[config.mk]
export PLATFORM = sky130hd
export DESIGN_NAME = ptc_timer
export DESIGN_NICKNAME = d
export VERILOG_FILES = /design/src/pkg/ptc_pkg.sv /design/src/hdl/ptc_timer.sv
export SDC_FILE = /design/constraint.sdc
export NUM_CORES = 1
export LEC_CHECK = 0
export ABC_AREA = 0
export BUFFER_PORTS_ARGS = -buffer_cell sky130_fd_sc_hd__buf_2
export CAP_MARGIN = 20
export CORE_MARGIN = 1.5
export CORE_UTILIZATION = 46
export CTS_CLUSTER_SIZE = 12
export DETAILED_ROUTE_END_ITERATION = 10
export PLACE_DENSITY = 0.72
export SYNTH_ARGS = -nofsm -noshare
export SYNTH_HDL_FRONTEND = slang
export SYNTH_SLANG_ARGS = --single-unit
[constraint.sdc]
create_clock -name i_ref_clk -period 2.9 [get_ports i_ref_clk]
set_input_delay 0.58 -clock i_ref_clk [delete_from_list [all_inputs] [get_ports i_ref_clk]]
set_output_delay 0.58 -clock i_ref_clk [all_outputs]
set_load 0.1 [all_outputs]
[src/pkg/ptc_pkg.sv]
// Package for the periodic timer capture / single-pulse block.
// Assumes one clock domain and a simple strobed register port.
package ptc_pkg;
  // ----------------------------------------------------------------
  // Register offsets
  // ----------------------------------------------------------------
  localparam logic [3:0] PTC_OFS_CTRL0   = 4'h0;
  localparam logic [3:0] PTC_OFS_CTRL1   = 4'h1;
  localparam logic [3:0] PTC_OFS_CMPA_L  = 4'h2;
  localparam logic [3:0] PTC_OFS_CMPA_H  = 4'h3;
  localparam logic [3:0] PTC_OFS_PER_L   = 4'h4;
  localparam logic [3:0] PTC_OFS_PER_H   = 4'h5;
  localparam logic [3:0] PTC_OFS_CNT_L   = 4'h6;
  localparam logic [3:0] PTC_OFS_CNT_H   = 4'h7;
  localparam logic [3:0] PTC_OFS_IRQ_ST  = 4'h8;
  localparam logic [3:0] PTC_OFS_IRQ_EN  = 4'h9;
  localparam logic [3:0] PTC_OFS_IRQ_CLR = 4'hA;
  // ----------------------------------------------------------------
  // Field positions
  // ----------------------------------------------------------------
  localparam int PTC_B_RUN    = 3;
  localparam int PTC_B_SRC    = 0;
  localparam int PTC_B_CLRSEL = 0;
  localparam int PTC_B_POL    = 1;
  localparam int PTC_B_OC     = 2;
  localparam int PTC_F_ACT_LO = 4;
  localparam int PTC_F_MODE_LO = 6;
  localparam int PTC_IRQ_A    = 0;
  localparam int PTC_IRQ_P    = 1;
  // ----------------------------------------------------------------
  // Codes and reset values
  // ----------------------------------------------------------------
  localparam logic [1:0] PTC_ACT_RISE = 2'h0;
  localparam logic [1:0] PTC_ACT_FALL = 2'h1;
  localparam logic [1:0] PTC_ACT_BOTH = 2'h2;
  localparam logic [1:0] PTC_ACT_NONE = 2'h3;
  localparam logic [7:0] PTC_RST_BYTE = 8'h00;
  localparam logic [1:0] PTC_RST_IRQ  = 2'h0;
  typedef enum logic [1:0] {
    PTC_MODE_CMP     = 2'b00,
    PTC_MODE_CAPTURE = 2'b01,
    PTC_MODE_PWM_SP  = 2'b10,
    PTC_MODE_TIMER   = 2'b11
  } ptc_mode_t;
endpackage

[src/hdl/ptc_timer.sv]
// Periodic timer block: capture input mode and single-shot pulse mode.
// Assumes a timer-clock tick input on i_tick and pins from outside.
//
// Our own choices: the address map and the address-and-strobe port.
`timescale 1ns/1ns
module ptc_timer
  import ptc_pkg::*;
#(
  parameter int CNT_W = 10
)
(
  input  wire logic             i_ref_clk,
  input  wire logic             i_nrst,
  input  wire logic             i_ce,
  input  wire logic             i_tick,
  input  wire logic [3:0]       i_addr,
  input  wire logic [7:0]       i_wdata,
  input  wire logic             i_wr,
  input  wire logic             i_rd,
  output logic      [7:0]       o_rdata,
  input  wire logic             i_capture_input_pin,
  input  wire logic             i_ext_trigger_pin,
  output logic                  o_pulse,
  output logic                  o_irq
);

  // ----------------------------------------------------------------
  // Elaboration check
  // ----------------------------------------------------------------
  if (CNT_W != 10)
  begin : g_bad_width
    $error("ptc_timer supports only a 10-bit counter");
  end

  // ----------------------------------------------------------------
  // Pin synchronisers
  // ----------------------------------------------------------------
  logic [1:0] cap_sync_q;
  logic [1:0] trg_sync_q;
  logic       cap_last_q;
  logic       trg_last_q;

  // Two flops per pin, a third holds the previous sample for edges
  // Reset level matches the idle pin level so no false edge follows reset
  always_ff @(posedge i_ref_clk)
  begin
    if (!i_nrst)
    begin
      cap_sync_q <= 2'h0;
      cap_last_q <= 1'b0;
    end
    else if (i_ce)
    begin
      cap_sync_q <= {cap_sync_q[0], i_capture_input_pin};
      cap_last_q <= cap_sync_q[1];
    end
  end

  // Trigger pin serves both capture source and single pulse start
  always_ff @(posedge i_ref_clk)
  begin
    if (!i_nrst)
    begin
      trg_sync_q <= 2'h0;
      trg_last_q <= 1'b0;
    end
    else if (i_ce)
    begin
      trg_sync_q <= {trg_sync_q[0], i_ext_trigger_pin};
      trg_last_q <= trg_sync_q[1];
    end
  end

  // ----------------------------------------------------------------
  // Control registers
  // ----------------------------------------------------------------
  logic [7:0]       ctrl0_q;
  logic [7:0]       ctrl1_q;
  logic [CNT_W-1:0] compare_a_value_q;
  logic [CNT_W-1:0] period_value_q;
  logic [CNT_W-1:0] cnt_q;
  logic [1:0]       irq_st_q;
  logic [1:0]       irq_en_q;
  logic             run_last_q;
  logic             pulse_q;

  wire       counter_run_bit       = ctrl0_q[PTC_B_RUN];
  wire [1:0] operating_mode_field  = ctrl1_q[PTC_F_MODE_LO +: 2];
  wire [1:0] pin_action_field      = ctrl1_q[PTC_F_ACT_LO +: 2];
  wire       capture_source_select = ctrl1_q[PTC_B_SRC];
  wire       mode_cap = (operating_mode_field == PTC_MODE_CAPTURE);
  wire       mode_sp  = (operating_mode_field == PTC_MODE_PWM_SP) &&
                        (pin_action_field == PTC_ACT_NONE);

  // ----------------------------------------------------------------
  // Edge detection
  // ----------------------------------------------------------------
  wire src_now  = capture_source_select ? trg_sync_q[1] : cap_sync_q[1];
  wire src_last = capture_source_select ? trg_last_q : cap_last_q;
  wire rise     = src_now & ~src_last;
  wire fall     = ~src_now & src_last;
  wire act_edge = (pin_action_field == PTC_ACT_RISE) ? rise :
                  (pin_action_field == PTC_ACT_FALL) ? fall :
                  (pin_action_field == PTC_ACT_BOTH) ? (rise | fall) : 1'b0;
  wire cap_evt  = i_ce && mode_cap && counter_run_bit && act_edge;
  wire trg_rise = trg_sync_q[1] & ~trg_last_q;
  wire sp_auto  = i_ce && mode_sp && !counter_run_bit && trg_rise;

  // ----------------------------------------------------------------
  // Counter logic
  // ----------------------------------------------------------------
  wire             run_rise  = counter_run_bit & ~run_last_q;
  wire             count_en  = i_ce && i_tick && counter_run_bit && !run_rise;
  // A zero period never matches so the counter wraps after all ones
  wire             per_match = count_en && mode_cap &&
                               (period_value_q != '0) && (cnt_q == period_value_q);
  wire             a_match   = count_en && mode_sp && (cnt_q == compare_a_value_q);
  wire [CNT_W-1:0] cnt_inc   = cnt_q + CNT_W'(1);
  wire [CNT_W-1:0] cnt_d     = run_rise  ? '0 :
                               per_match ? '0 :
                               count_en  ? cnt_inc : cnt_q;

  // ----------------------------------------------------------------
  // Register port decode
  // ----------------------------------------------------------------
  // Address compares are shared by the write and read sides
  wire sel_ctrl0 = (i_addr == PTC_OFS_CTRL0);
  wire sel_ctrl1 = (i_addr == PTC_OFS_CTRL1);
  wire sel_cal   = (i_addr == PTC_OFS_CMPA_L);
  wire sel_cah   = (i_addr == PTC_OFS_CMPA_H);
  wire sel_pl    = (i_addr == PTC_OFS_PER_L);
  wire sel_ph    = (i_addr == PTC_OFS_PER_H);
  wire sel_cl    = (i_addr == PTC_OFS_CNT_L);
  wire sel_ch    = (i_addr == PTC_OFS_CNT_H);
  wire sel_st    = (i_addr == PTC_OFS_IRQ_ST);
  wire sel_en    = (i_addr == PTC_OFS_IRQ_EN);
  wire sel_clr   = (i_addr == PTC_OFS_IRQ_CLR);

  wire wr_ctrl0 = i_ce && i_wr && sel_ctrl0;
  wire wr_ctrl1 = i_ce && i_wr && sel_ctrl1;
  wire wr_cal   = i_ce && i_wr && sel_cal;
  wire wr_cah   = i_ce && i_wr && sel_cah;
  wire wr_pl    = i_ce && i_wr && sel_pl;
  wire wr_ph    = i_ce && i_wr && sel_ph;
  wire wr_en    = i_ce && i_wr && sel_en;
  wire wr_clr   = i_ce && i_wr && sel_clr;

  wire [1:0] irq_set = {per_match, cap_evt | a_match};
  wire [1:0] clr_req = wr_clr ? i_wdata[1:0] : 2'h0;
  // Set wins over a simultaneous clear so no event is lost
  wire [1:0] irq_d   = (irq_st_q & ~clr_req) | irq_set;

  wire [7:0] ctrl0_sw = wr_ctrl0 ? i_wdata : ctrl0_q;
  // Compare A match in pulse mode clears the run bit to end the pulse
  wire [7:0] ctrl0_d  = a_match ? (ctrl0_sw & ~(8'h01 << PTC_B_RUN)) :
                        sp_auto ? (ctrl0_sw | (8'h01 << PTC_B_RUN)) : ctrl0_sw;

  wire [CNT_W-1:0] cmpa_d =
    cap_evt ? cnt_q :
    wr_cal  ? {compare_a_value_q[9:8], i_wdata} :
    wr_cah  ? {i_wdata[1:0], compare_a_value_q[7:0]} : compare_a_value_q;
  wire [CNT_W-1:0] per_d =
    wr_pl ? {period_value_q[9:8], i_wdata} :
    wr_ph ? {i_wdata[1:0], period_value_q[7:0]} : period_value_q;

  // ----------------------------------------------------------------
  // State registers
  // ----------------------------------------------------------------
  // Every register holds its value while the clock enable is low
  always_ff @(posedge i_ref_clk)
  begin
    if (!i_nrst)
      ctrl0_q <= PTC_RST_BYTE;
    else if (i_ce)
      ctrl0_q <= ctrl0_d;
  end

  always_ff @(posedge i_ref_clk)
  begin
    if (!i_nrst)
      ctrl1_q <= PTC_RST_BYTE;
    else if (i_ce)
      ctrl1_q <= wr_ctrl1 ? i_wdata : ctrl1_q;
  end

  always_ff @(posedge i_ref_clk)
  begin
    if (!i_nrst)
      compare_a_value_q <= '0;
    else if (i_ce)
      compare_a_value_q <= cmpa_d;
  end

  always_ff @(posedge i_ref_clk)
  begin
    if (!i_nrst)
      period_value_q <= '0;
    else if (i_ce)
      period_value_q <= per_d;
  end

  // Counter is never written by software, so a read never races a write
  always_ff @(posedge i_ref_clk)
  begin
    if (!i_nrst)
      cnt_q <= '0;
    else if (i_ce)
      cnt_q <= cnt_d;
  end

  always_ff @(posedge i_ref_clk)
  begin
    if (!i_nrst)
      irq_st_q <= PTC_RST_IRQ;
    else if (i_ce)
      irq_st_q <= irq_d;
  end

  always_ff @(posedge i_ref_clk)
  begin
    if (!i_nrst)
      irq_en_q <= PTC_RST_IRQ;
    else if (i_ce)
      irq_en_q <= wr_en ? i_wdata[1:0] : irq_en_q;
  end

  always_ff @(posedge i_ref_clk)
  begin
    if (!i_nrst)
    begin
      run_last_q <= 1'b0;
      pulse_q    <= 1'b0;
    end
    else if (i_ce)
    begin
      run_last_q <= counter_run_bit;
      // Pulse follows the run bit only in single pulse mode
      pulse_q    <= mode_sp && ctrl0_d[PTC_B_RUN];
    end
  end

  // ----------------------------------------------------------------
  // Read data and interrupt
  // ----------------------------------------------------------------
  // Clear register is write-only and reads back as zero
  wire [7:0] rd_mux =
    sel_ctrl0 ? ctrl0_q :
    sel_ctrl1 ? ctrl1_q :
    sel_cal   ? compare_a_value_q[7:0] :
    sel_cah   ? {6'h00, compare_a_value_q[9:8]} :
    sel_pl    ? period_value_q[7:0] :
    sel_ph    ? {6'h00, period_value_q[9:8]} :
    sel_cl    ? cnt_q[7:0] :
    sel_ch    ? {6'h00, cnt_q[9:8]} :
    sel_st    ? {6'h00, irq_st_q} :
    sel_en    ? {6'h00, irq_en_q} : 8'h00;

  // Reads outside a strobe return zero, but o_rdata keeps its last byte while the clock enable is low

  always_ff @(posedge i_ref_clk)
  begin
    if (!i_nrst)
      o_rdata <= 8'h00;
    else if (i_ce)
      o_rdata <= i_rd ? rd_mux : 8'h00;
  end

  assign o_irq   = |(irq_st_q & irq_en_q);
  assign o_pulse = pulse_q;
endmodule

**Yosys cells after proc, flatten, opt, wreduce, memory -nomap -nowiden**

Index checks and enable logic that the tools add are counted.

- Bits in registers: 66
- Input bits: 20
- Output and inout bits: 10
- Logic and storage cells: 118

- Add/sub/neg operators: 1
- Equal/unequal tests: 18
- Mux-type cells: 27
- Bitwise operators: 15
- Reductions and logical operators: 41

Operators with widths:

| operator | count |
|---|---|
| 8-bit two-way mux | 10 |
| 10-bit two-way mux | 6 |
| 1-bit logical AND | 25 |
| 10-bit equality test | 2 |
| 4-bit by 3-bit equality test with 1-bit output, second input constant | 4 |
| 4-bit equality test, second input constant | 3 |
| 10-bit by 1-bit adder with 10-bit output, second input constant | 1 |
| 2-bit AND reduction | 5 |
| 10-bit nonzero test | 1 |
| 4-bit by 2-bit equality test with 1-bit output, second input constant | 2 |
| 2-bit two-way mux | 4 |
| 4-bit two-way mux | 2 |
| 2-bit equality test, second input constant | 3 |
| 3-bit AND reduction | 2 |
| 1-bit two-way mux | 5 |
| 1-bit NOT | 5 |
| 1-bit AND | 4 |
| 2-bit AND | 2 |
| 2-bit by 1-bit equality test with 1-bit output, second input constant | 2 |
| 4-bit by 1-bit equality test with 1-bit output, second input constant | 1 |
| 4-bit zero test | 1 |
| 2-bit nonzero test | 2 |
| 3-bit nonzero test | 1 |
| 1-bit zero test | 2 |
| 6 further kinds | 7 |

**Depth between registers and ports, before layout**

Gate-level depths: netlist of run 1.

- Depth after elaboration: 12
- Mapped depth: 9
- Gate-level depth less buffers: 8

**Least setup slack after synthesis of run 1**

OpenSTA, ideal clock, no wires.

- Kind: in2reg
- Start point: in i_addr[1]
- End point: reg ctrl0_q[3]
- Library setup time: 118 ps
- Arrival: 2022 ps
- Data required time: 2782 ps
- Slack: 761 ps
- Stages: 7
- Path buffers: 2
- Path through: buf_6 > or4_1 > buf_2 > nor2_8 > mux2_4 > o211ai_2 > nor2_1

- Word-level cells in the longest chain between the ends: 5

Ends and longest elaborated chain:

| what | line | source |
|---|---|---|
| from (decl) | ptc_timer.sv:16 | `input wire logic [3:0] i_addr,` |
| 4-bit zero test | ptc_timer.sv:127 | `wire sel_ctrl0 = (i_addr == PTC_OFS_CTRL0);` |
| 1-bit logical AND | ptc_timer.sv:139 | `wire wr_ctrl0 = i_ce && i_wr && sel_ctrl0;` |
| 8-bit two-way mux | ptc_timer.sv:153 | `wire [7:0] ctrl0_sw = wr_ctrl0 ? i_wdata : ctrl0_q;` |
| 4-bit two-way mux | ptc_timer.sv:156 | `sp_auto ? (ctrl0_sw \| (8'h01 << PTC_B_RUN)) : ctrl0_sw;` |
| 4-bit two-way mux | ptc_timer.sv:155 | `wire [7:0] ctrl0_d = a_match ? (ctrl0_sw & ~(8'h01 << PTC_B_RUN)) :` |
| to (signal assigned) | ptc_timer.sv:175 | `ctrl0_q <= ctrl0_d;` |
| to (decl) | ptc_timer.sv:77 | `logic [7:0] ctrl0_q;` |

Every way passes these cells.
A chain may end at the register's enable or synchronous reset.

**Final worst setup path of run 1**

- Start point: in i_addr[0]
- End point: reg ctrl0_q[3]

The elaborated chain is that of the path after synthesis.

==> results of run 1 <==
[how the worst min path moves through the flow]
stage                  endpoint  slack, ps         from
floorplan           irq_st_q[1]        450  irq_st_q[1]
global placement     ctrl1_q[2]        460   ctrl1_q[2]
detailed placement   o_rdata[1]        470   o_rdata[1]
CTS                  ctrl1_q[2]        490   ctrl1_q[2]
global route         ctrl1_q[6]        520   i_wdata[6]
finish               ctrl1_q[2]        490   ctrl1_q[2]
[per-layer routing]
metal | track usage, % | routed length [um] | share of wire [%]
met3 | 3.37 | 398 | 4.3
met2 | 37.0 | 4290 | 46
met4 | 8.59 | 204 | 2.2
met5 | 0 | 0 | 0
met1 | 30.8 | 4390 | 47
[sequential cells by signal, summed over array words and instances, names as in the netlist]
name,flops
cap_last_q,1
cap_sync_q,2
cnt_q,10
compare_a_value_q,10
ctrl0_q,8
ctrl1_q,8
irq_en_q,2
irq_st_q,2
o_pulse,1
o_rdata,8
period_value_q,10
run_last_q,1
trg_last_q,1
trg_sync_q,2
[cells in the mapped netlist (2+ instances only)]
master / number
xor2_1: 20
mux2i_1: 36
mux2_2: 6
nor3b_1: 3
a221oi_1: 4
nor3_1: 5
nand4_1: 9
o21ai_1: 13
ha_1: 3
o2111ai_1: 3
nor4_1: 8
o211ai_1: 9
nand3_1: 8
a211oi_1: 3
nor2_1: 17
and3_1: 5
buf_2: 12
clkbuf_1: 19
inv_1: 10
a21oi_1: 12
nand2b_1: 8
o311ai_1: 3
a21boi_1: 17
xnor2_1: 4
mux2_1: 2
nand2_1: 43
nor2b_1: 33
o211a_1: 10
buf_1: 2
dfxtp_1: 66
a22oi_1: 6
o21ai_0: 8
o32a_1: 2
[critical path, cell delays in order]
cell and delay [ps]:
buf_2 190, or4_1 700, nor2_8 250, mux2_4 330, o211ai_2 160, nor2_1 70
[where the power goes]
part,switching [mW],total [mW],internal [mW]
registers,0.00820,0.924,0.916
logic,0.106,0.165,0.0598
clock network,0.366,0.920,0.553
[cell usage in the layout (no fill, tap or decap), types with 5 or more instances in the layout]
| master | synthesis | routed |
|---|---|---|
| dfxtp_1 | 66 | 66 |
| nor3_1 | 5 | 5 |
| nor2_1 | 17 | 17 |
| xor2_1 | 20 | 20 |
| a21oi_1 | 12 | 12 |
| mux2i_1 | 36 | 36 |
| nand3_1 | 8 | 8 |
| nand4_1 | 9 | 9 |
| inv_1 | 10 | 10 |
| o21ai_1 | 13 | 13 |
| nand2b_1 | 8 | 8 |
| o211a_1 | 10 | 10 |
| mux2_2 | 6 | 6 |
| o21ai_0 | 8 | 8 |
| a22oi_1 | 6 | 6 |
| nor4_1 | 8 | 8 |
| nand2_1 | 43 | 43 |
| buf_4 | 1 | 10 |
| clkbuf_8 | 0 | 12 |
| o211ai_1 | 9 | 9 |
| nor2b_1 | 33 | 33 |
| and3_1 | 5 | 5 |
| buf_2 | 12 | 29 |
| a21boi_1 | 17 | 17 |
[per-stage QoR]
stage,cell area (um^2),std cells
2_1_floorplan,3720,427
3_3_place_gp,3910,533
3_5_place_dp,3910,533
4_1_cts,4150,549
5_1_grt,4150,549
6_report,4150,549
[area by class of cell]
class	count	share of cell area (%)
clock buffers	12	3.98
clock inverters	4	1.75
inverters	10	0.904
multi-input cells	316	53.2
flip-flops and latches	66	31.8
well taps	102	3.08
repair buffers	39	5.31
[logic make-up (layout without fill, tap and decap cells)]
kind of cell | count (synthesis) | in the layout
adder cells (fa/ha/maj) | 3 | 3
AND/OR/NAND/NOR | 149 | 149
multiplexers | 45 | 45
XOR/XNOR | 24 | 24
AO/OA/AOI/OAI | 95 | 95
buffers and inverters | 45 | 65
flip-flops | 66 | 66
==> flow_results.org, run 1 <==
** Clock network
- Clock-pin slew was measured on the worst setup and hold paths at 80 ps.
- TritonCTS Sinks :: 66
- Number of buffers added for setup after CTS :: 0
- Resized cells post-CTS :: 0
- For the worst-skew pair, the clock arrives at the later sink with an insertion delay of 350 ps.
- The H-tree was split into 3 levels.
- CTS root buffer :: clkbuf_8
- TritonCTS built the clock tree.
- Buffers inserted to repair hold after CTS numbered 0.
- No sink is reached through more buffers than the 2 on the longest clock path.
- Cts bufs inserted :: 9

** Global route
- Initial antenna violation count :: 0
- Global-route usage over all layers :: 22.9%
- Via count of the first global-routing pass :: 3029
- The first global-routing pass estimated 15400 um of wire.
- Global routing finished with a remaining overflow of 0.
- Largest net degree at the start of global routing :: 35

** Timing
- In the finished design, the share of the clock period the worst path needs comes to 70.4%.
- Across all hold checks on the routed design, the worst slack comes to 486 ps.
- Setup repair after global routing left no endpoint under its margin.
- Setup total negative slack :: 0 ps
- Measured against its own limit, the worst slew margin works out to 52.5%.
- For the finished layout, the period the worst path requires is 2040 ps.
- Max frequency :: 490 MHz
- After layout, the worst setup slack is 858 ps.
- Clock skew on the completed layout was measured at 13.7 ps.
- The number of hold-slack violations in the final timing report is 0.
- Worst-Margin Slew :: 712 ps
- Setup violations remaining at the end of the flow were counted as 0.
- The final number of max-transition violations is 0.

** Yosys
- Yosys synthesis warning count :: 0
- Share of the synthesized area in compound gates (AO/OA/AOI/OAI) :: 18.3%
- In the post-synthesis netlist, the biggest area contributors are dfxtp_1, mux2i_1, nor2b_1.
- Proportion of synthesized area in mux cells :: 12.5%
- Basic-gate share of the synthesized area counting and, or, nand and nor cells :: 21.8%
- Library cells used by synthesis :: 51
- After Yosys synthesis, full adders, half adders and majority gates account for 1.01% of the synthesized area.
- Mapped cell area :: 3720 um^2
- Largest family of logic cells by synthesized area :: simple AND/OR/NAND/NOR gates
- Synthesized netlist cell count :: 427
- After Yosys synthesis, XOR and XNOR cells account for 5.65% of the synthesized area.
- Average cell area after synthesis :: 8.72 um^2
- The most used flip-flop cell after synthesis is dfxtp_1.
- Of all cell types, the one taking the most synthesized area is dfxtp_1.
- Sequential share of the synthesized area :: 35.5%
- Net count of the mapped netlist :: 450
- Post-synth top area share :: 35.5%
- The synthesized design contains 0 enable-type register cells.
- Of all flip-flops after synthesis, the portion carrying an async set or reset was 0%.
- Post-synthesis sequential element count :: 66

** Floorplanning
- 30 I/O pins were placed.
- Cell row count :: 32
- DIE WIDTH :: 93.0 um
- The die is 93.0 um tall.
- Starting density of the core :: 47.9%
- Die outline area :: 8640 um^2
- Floorplan core area :: 7770 um^2

** Drt
- The detail route stage leaves a number of antenna-violating nets equal to 0.
- Detailed routing inserted a total of 3155 vias.
- After detailed routing, the number of remaining DRC violations is 0.
- Post-detailed-routing wire length :: 9290 um
- In the final routed layout, each cell accounts on average for 16.9 um.
- First-pass iteration count of the detailed router :: 5
- Using the TritonRoute via totals, the vias-per-cell ratio works out to 5.75.
- The first routing iteration left 175 violations.

** Placed design
- OpenSTA, run right after detailed placement, puts the worst setup slack at 503 ps.
- Port Buffers :: 29
- The HPWL after detailed placement is 6640 um.
- Global placer's final weighted congestion :: 0.941

** Layout
- Area used by multi-input combinational logic :: 2210 um^2
- The sequential cells in the finished layout cover a total of 1320 um^2.
- The repair_antennas step left the layout with diodes totalling 0.
- Filler cell count :: 755
- Final core utilization :: 53.4%
- The post-route netlist has 15.4% of its cells at a drive strength greater than 1.
- Post-layout net count :: 465
- The area growth from synthesis to layout is 11.5%.

** Power and ir drop
- Power spread over the standard cell area amounts to 484 nW/um^2.
- VDD sags by at most 280 uV.
- In this run the static leakage power is 1.69 nW.
- Power Total :: 2.01 mW

** Worst setup path
- STA classifies the critical path startpoint as an input pin.
- Reg2Reg Launch Point :: ctrl1_q[0]
- Maximum fanout count along the critical path :: 17
- Kind of end point of the critical path :: flop
- Worst reg-to-reg path cell count :: 7
- Setup slack of the worst register-to-register path :: 900 ps
- Destination of the critical timing path :: ctrl0_q[3]
- Endpoint of the worst-slack reg-to-reg timing path :: compare_a_value_q[3]
- Data arrival, critical path :: 2290 ps
- Startpoint-to-endpoint class of the critical path :: in2reg
- At the worst endpoint, the required time is 3140 ps.
- Source of the critical timing path :: i_addr[0]

** Run status
- The flow ran to the end, and the final reports show no timing, DRC or antenna violations.

** Min path
- Class of the tightest hold or removal check :: reg2reg
- WHS Path Cells :: 2

** Flow run
- The tool flagged a number of max-cap violations equal to 0.
Note: power is estimated with default switching activity, not from simulation.
==> inputs of run 2 (changes only) <==
- clock period: 2.9 -> 1.9 ns (I/O delays scaled with it)
==> flow_results.org, run 2 (synthesis gave the netlist of run 1 again) <==
** Drt
- Routed via count divided by cell count :: 5.78 (was 5.75)
- Post-DRT Antenna Nets :: 0 (unchanged)
- The top routing layer in use is met4 (unchanged).
- Detailed-route wire length per cell :: 17.3 um (was 16.9 um)
- Remaining design rule violation count :: 0 (unchanged)
- Metal2 WL :: 4650 um (was 4290 um)
- The met3 wire length was 563 um (was 398 um).
- First-pass iteration count of the detailed router :: 5 (unchanged)
- The final routed wirelength across all metal layers was 10100 um (was 9290 um).
- The number of DRC violations after detailed-routing iteration 0 is 218 (was 175).
- Number of vias in the routed layout :: 3369 (was 3155)
- M1 WL :: 4570 um (was 4390 um)

** Worst setup path
- Maximum fanout count along the critical path :: 6 (was 17)
- The register-to-register setup slack is -3 ps (was 900 ps).
- Startpoint-to-endpoint class of the critical path :: reg2reg (was in2reg)
- Worst reg-to-reg path cell count :: 8 (was 7)
- Kind of end point of the critical path :: flop (unchanged)
- Endpoint of the worst-slack reg-to-reg timing path :: compare_a_value_q[8] (was compare_a_value_q[3])
- The number of buffers and inverters on the critical path is 3 (was 1).
- The required time of the critical path came to 2140 ps (was 3140 ps).
- Source of the critical timing path :: ctrl1_q[0] (was i_addr[0])
- Category of the worst setup path launch point :: flop (was input pin)
- Reg2Reg Launch Point :: ctrl1_q[0] (unchanged)
- Critical path's slowest cell :: dfxtp_4 (was or4_1)
- Maximum cell stage delay along the critical path :: 380 ps (was 700 ps)
- The category of cells accounting for the largest share of critical-path delay was compound AO/OA/AOI/OAI gates (was simple AND/OR/NAND/NOR gates).
- Data arrival, critical path :: 2140 ps (was 2290 ps)
- Most repeated library cell on the critical path :: buf_4
- Sequence of cells on the critical path :: mux2i_2 -> inv_1 -> ha_1 -> a211oi_2 -> o2111ai_1 -> buf_4 -> buf_4 -> o211a_1 (was buf_2 -> or4_1 -> nor2_8 -> mux2_4 -> o211ai_2 -> nor2_1)

** Layout
- Regs by FF count: cnt_q (10), compare_a_value_q (10), period_value_q (10) (unchanged).
- The number of antenna repair diodes is 0 (unchanged).
- Post-layout net count :: 499 (was 465)
- The fraction of final layout cells sized beyond drive strength 1 is 22.2% (was 15.4%).
- Commonest non-fill, non-tap cells in the layout: dfxtp_1, nand2_1, buf_4 (was dfxtp_1, nand2_1, mux2i_1).
- The most common cell after layout, fill and taps aside is dfxtp_1 (unchanged).
- Area growth from synthesis to final layout :: 20.4% (was 11.5%)
- Filler cell count :: 704 (was 755)
- The share of the core filled with cells in the final layout came to 57.7% (was 53.4%).

** Timing
- The headroom to the max-slew limit was 67.1% (was 52.5%).
- Final cycle utilization of the critical path :: 100%
- The final number of max-transition violations was 0 (unchanged).
- The final worst clock skew is 9.75 ps (was 13.7 ps).
- Final number of hold-violating endpoints :: 0 (unchanged)
- RSZ-0062 raised after global routing :: true (was false)
- The slew at the pin with the worst max-slew slack was 493 ps (was 712 ps).
- The setup total negative slack came to -2.94 ps (was 0 ps).
- Fin crit period :: 1900 ps
- The setup slack of the critical path after layout came to -2.94 ps (was 858 ps).
- Derived from the worst setup path, the maximum achievable clock frequency is 526 MHz.
- The count of final setup violators is 1 (was 0).

** Clock network
- The number of hold buffers added after CTS was 0 (unchanged).
- The CTS buffer count came to 9 (unchanged).
- The number of clock sinks came to 66 (unchanged).
- The maximum level of the CTS H-tree is 3 (unchanged).
- The cell at the root of the clock tree was clkbuf_8 (unchanged).
- Clock network latency to the later pin of the worst-skew pair :: 350 ps (about the same)
- The maximum buffer depth of the clock tree is 2 (unchanged).
- Register clock-pin slew on the reported worst setup and hold paths :: 80 ps (about the same)
- CTS tree :: done (unchanged)

** Floorplanning
- Starting density of the core :: 47.9% (unchanged)
- The number of cell rows is 32 (unchanged).
- The overall die area was 8640 um^2 (unchanged).
- Die height :: 93.0 um (unchanged)
- Io pins :: 30 (unchanged)
- Floorplan core area :: 7770 um^2 (unchanged)
- DIE WIDTH :: 93.0 um (unchanged)

** Power and ir drop
- The power after layout was 3.19 mW (was 2.01 mW).
- The worst ir drop on vdd came to 601 uV (was 280 uV).
- Static leakage :: 1.88 nW (was 1.69 nW)
- The power per standard cell area is 711 nW/um^2 (was 484 nW/um^2).

** Run status
- Failing checks :: setup timing
- Result of the run: complete, but fails checks (was finished, final reports clean).

** Min path
- WHS Path Cells :: 3 (was 2)
- Worst hold path endpoint :: cap_sync_q[0] (was ctrl1_q[2])
- Start point of the worst hold path :: i_capture_input_pin (was ctrl1_q[2])
- Class of the tightest hold or removal check :: in2reg (was reg2reg)

** Placed design
- Worst slack at placement :: -101 ps (was 503 ps)
- The estimated wirelength of the detail-placed design was 7360 um (was 6640 um).
- The final weighted congestion in routability-driven placement is 0.856 (was 0.941).
- Port Buffers :: 29 (unchanged)

** Global route
- The residual overflow from global routing was 0 (unchanged).
- The global-route usage over all layers is 24.1% (was 22.9%).
- Via count of the first global-routing pass :: 3221 (was 3029)
- Wire length of the first global-routing pass :: 16100 um (was 15400 um)
- The largest net degree at the start of global routing came to 48 (was 35).
- Initial antenna violation count :: 0 (unchanged)

** Flow run
- Max-cap viol count :: 0 (unchanged)
==> run 2: changes by cell type in the layout (fill, tap and decap cells not counted), sizes merged <==
| cell | change |
|---|---|
| buf | +34 |
| clkbuf | -3 |
| inv | +3 |
| bufinv | +1 |
| clkinv | -1 |
==> run 2: what timing repair did <==
item	in CTS	in global routing
hold endpoints to repair	0	0
buffers inserted	1	0
gates resized for setup	2	2
pin swaps	2	0
setup endpoints to repair	10	11
==> run 2: worst reg2reg max path: stages, from the launching register on <==
cell and delay (ps):
dfxtp_4 380, mux2i_2 220, inv_1 60, ha_1 280
a211oi_2 190, o2111ai_1 120, buf_4 190, buf_4 150
o211a_1 200
==> run 2: cell type report <==
type                            instances  area (um^2)  share of cell area (%)
Multi-Input combinational cell        316         2220                    49.5
Sequential cell                        66         1330                    29.6
Timing Repair Buffer                   73          526                    11.7
Tap cell                              102          128                    2.85
Clock buffer                            9          124                    2.76
Clock inverter                          7          124                    2.76
Inverter                               10         37.5                   0.838
==> run 2: metrics by stage <==
step | hold slack [ps] | std cells | cell area (um^2)
5_1_grt | 299 | 583 | 4480
3_5_place_dp | 469 | 566 | 4210
4_1_cts | 291 | 583 | 4480
3_3_place_gp | 458 | 566 | 4210
6_report | 294 | 583 | 4480
2_1_floorplan | 449 | 427 | 3730
==> run 2: worst max-delay path by stage <==
| stage | to | cells past startpoint |
|---|---|---|
| after CTS | compare_a_value_q[8] | 8 |
| after floorplan | compare_a_value_q[0] | 8 |
| after global placement | compare_a_value_q[1] | 8 |
| after detailed placement | compare_a_value_q[3] | 8 |
| after global routing | compare_a_value_q[3] | 8 |
| final | compare_a_value_q[8] | 8 |
==> run 2: power breakdown <==
part	leakage [nW]	internal (mW)	switching, mW
combinational	1.23	0.118	0.172
clock	0.121	0.885	0.603
sequential	0.534	1.40	0.0120
==> run 2: metal layers <==
| layer | vias up | track usage, % |
|---|---|---|
| met5 | - | 0 |
| met4 | 0 | 10.7 |
| met3 | 22 | 4.52 |
| met2 | 104 | 38.5 |
| met1 | 1623 | 31.5 |
| li1 | 1620 | - |
==> inputs of run 3 (changes only) <==
- CORE_UTILIZATION: 46 -> 47
- PLACE_DENSITY: 0.72 -> 0.73
==> flow_results.org, run 3 (synthesis gave the netlist of run 1 again) <==
** Floorplanning
- Floorplan core area :: 7690 um^2 (was 7770 um^2)
- The overall die area came to 8460 um^2 (was 8640 um^2).
- Cell row count :: 32 (unchanged)
- Die height :: 92.0 um (was 93.0 um)
- DIE WIDTH :: 92.0 um (was 93.0 um)
- The number of primary I/O pins was 30 (unchanged).
- Starting density of the core :: 48.4% (was 47.9%)

** Worst setup path
- The number of buffers and inverters on the critical path was 2 (was 3).
- Required time of the critical path :: 2150 ps (was 2140 ps)
- The start-to-end type of the worst setup path is reg2reg (unchanged).
- The startpoint class of the critical path was a flop (unchanged).
- Maximum cell stage delay along the critical path :: 380 ps (about the same)
- Setup slack of the worst register-to-register path :: -3 ps (about the same)
- Endpoint of the worst-slack reg-to-reg timing path :: compare_a_value_q[2] (was compare_a_value_q[8])
- Critical path's slowest cell :: dfxtp_4 (unchanged)
- Reg2Reg Launch Point :: ctrl1_q[0] (unchanged)
- Worst reg-to-reg path cell count :: 7 (was 8)
- Data arrival, critical path :: 2150 ps (was 2140 ps)
- Sequence of cells on the critical path :: mux2i_2 -> inv_1 -> ha_4 -> a211oi_4 -> o2111ai_2 -> buf_6 -> o211a_1 (was mux2i_2 -> inv_1 -> ha_1 -> a211oi_2 -> o2111ai_1 -> buf_4 -> buf_4 -> o211a_1)
- The critical path endpoint category is a flop (unchanged).
- Maximum fanout count along the critical path :: 10 (was 6)
- Cell family contributing the most delay on the critical path :: compound AO/OA/AOI/OAI gates (unchanged)

** Drt
- Post-DRT Antenna Nets :: 0 (unchanged)
- The DRC violations left is 0 (unchanged).
- The final routed wirelength across all metal layers came to 9950 um (was 10100 um).
- Drt first-iter violations :: 271 (was 218)
- The count of vias placed by the detailed router came to 3297 (was 3369).
- The number of iterations in the first detailed-routing pass was 7 (was 5).
- Routed via count divided by cell count :: 5.69 (was 5.78)
- Detailed-route wire length per cell :: 17.2 um (was 17.3 um)

** Clock network
- The cell at the root of the clock tree is clkbuf_8 (unchanged).
- Worst-case clock buffer depth :: 2 (unchanged)
- The CTS tree is done (unchanged).
- Register clock-pin slew on the reported worst setup and hold paths :: 80 ps (about the same)
- The maximum level of the CTS H-tree came to 3 (unchanged).
- The CTS buffer count is 9 (unchanged).
- Hold_buf cts :: 0 (unchanged)
- TritonCTS Sinks :: 66 (unchanged)
- Clock network latency to the later pin of the worst-skew pair :: 360 ps (was 350 ps)

** Min path
- The startpoint of the tightest hold check path is i_ext_trigger_pin (was i_capture_input_pin).
- The number of cells on the worst hold path was 3 (unchanged).
- Class of the tightest hold or removal check :: in2reg (unchanged)
- The end point of the worst hold path was trg_sync_q[0] (was cap_sync_q[0]).

** Timing
- The final number of max-transition violations was 0 (unchanged).
- Final count of negative-setup-slack endpoints :: 1 (unchanged)
- Final cycle utilization of the critical path :: 100% (about the same)
- RSZ-0062 raised after global routing: true (unchanged).
- The final worst clock skew is 8.18 ps (was 9.75 ps).
- The achievable clock frequency was 526 MHz (about the same).
- Setup total negative slack :: -2.67 ps (was -2.94 ps)
- Smallest setup slack after layout :: -2.67 ps (was -2.94 ps)
- Worst-Margin Slew :: 520 ps (was 493 ps)
- The number of hold-slack violations in the final timing report was 0 (unchanged).
- The headroom to the max-slew limit was 65.3% (was 67.1%).
- Fin crit period :: 1900 ps (about the same)
- The worst hold margin was 285 ps (was 294 ps).

** Placed design
- Placed cell count :: 559 (was 566)
- The count of input and output buffers is 29 (unchanged).
- Placement-stage cell area :: 4140 um^2 (was 4210 um^2)
- The estimated wirelength of the detail-placed design came to 7070 um (was 7360 um).
- Global placer's final weighted congestion :: 0.874 (was 0.856)

** Layout
- Ant diodes :: 0 (unchanged)
- Post-layout net count :: 495 (was 499)
- Regs by FF count :: cnt_q (10), compare_a_value_q (10), period_value_q (10) (unchanged)
- Area taken by flip-flops and latches :: 1330 um^2 (unchanged)
- The fraction of final layout cells sized beyond drive strength 1 was 22.6% (was 22.2%).
- The final cell area excluding filler cells came to 4420 um^2 (was 4480 um^2).
- Leading cell type in the layout, fill and taps excluded :: dfxtp_1 (unchanged)
- Final Non-Filler Cells :: 579 (was 583)
- Commonest non-fill, non-tap cells in the layout: dfxtp_1, nand2_1, buf_4 (unchanged).
- Area growth from synthesis to final layout :: 18.6% (was 20.4%)
- The area used by multi-input combinational logic is 2270 um^2 (was 2220 um^2).
- The fill cell total of the finished layout is 715 (was 704).

** Run status
- Result of the run: complete, but fails checks (unchanged).
- Failing checks: setup timing (unchanged).

** Global route
- The largest net degree at the start of global routing came to 59 (was 48).
- The residual overflow from global routing came to 0 (unchanged).
- The wire length of the first global-routing pass is 16200 um (was 16100 um).
- Initial antenna violation count :: 0 (unchanged)
- Global-route usage over all layers :: 24.7% (was 24.1%)
- The number of global-route vias before repair came to 3235 (was 3221).

** Power and ir drop
- Maximum VDD drop :: 452 uV (was 601 uV)
- The reported leakage power came to 1.83 nW (was 1.88 nW).
- Areal power density over the cells :: 630 nW/um^2 (was 711 nW/um^2)
- The power after layout is 2.78 mW (was 3.19 mW).

** Flow run
- The number of max-cap violations came to 0 (unchanged).
run 3: changes by cell type in the layout (fill, tap and decap cells not counted), sizes merged:
cell      previous run  this run
bufinv               3         0
clkinvlp             1         3
clkinv               0         2
inv                 13        12
buf                 73        69
run 3: what timing repair did:
action                                  4_1_cts  5_1_grt
gates resized for setup                       3       13
endpoints found under the setup margin       11       11
buffers inserted                              0        2
gates cloned                                  0        2
endpoints found under the hold margin         0        0
pin swaps                                     0        3
run 3: worst max path at each step:
stage	start	end	slack, ps	cells past startpoint
after floorplan	ctrl1_q[0]	compare_a_value_q[0]	30	8
after global placement	ctrl1_q[0]	compare_a_value_q[8]	50	7
after detailed placement	ctrl1_q[0]	compare_a_value_q[2]	-40	7
after CTS	ctrl1_q[0]	irq_st_q[0]	10	8
after global routing	ctrl1_q[0]	compare_a_value_q[0]	-70	8
final	ctrl1_q[0]	compare_a_value_q[2]	-3	7
run 3: metal layers:
layer  share of wire [%]  global-route usage (%)  wire length [um]
met5                   0                       0                 0
met4                 1.7                    10.1               170
met3                 5.5                    5.64               547
met2                  47                    39.3              4710
met1                  45                    32.1              4510
run 3: worst reg2reg max path, cell delays in order, from the launching register on:
cell and delay (ps):
dfxtp_4 380, mux2i_2 250, inv_1 110, ha_4 230, a211oi_4 210, o2111ai_2 190
buf_6 210, o211a_1 210
run 3: report_power, final:
group / internal (mW) / switching, mW
Combinational: 0.116 / 0.173
Sequential: 1.40 / 0.0133
Clock: 0.481 / 0.605
Total: 1.99 / 0.790
run 3: cell type report:
cell class | instances | area share (%)
Tap cell | 102 | 2.89
Clock buffer | 9 | 2.81
Timing Repair Buffer | 69 | 10.8
Clock inverter | 7 | 1.22
Sequential cell | 66 | 30.0
Inverter | 10 | 0.850
Multi-Input combinational cell | 316 | 51.5
run 3: through the flow:
step	util [%]	worst slack [ps]
finish	57.4	-2.67
global route	57.4	-70.0
CTS	56.2	11.7
detailed placement	53.8	-38.8
global placement	53.8	50.3
floorplan	-	32.5
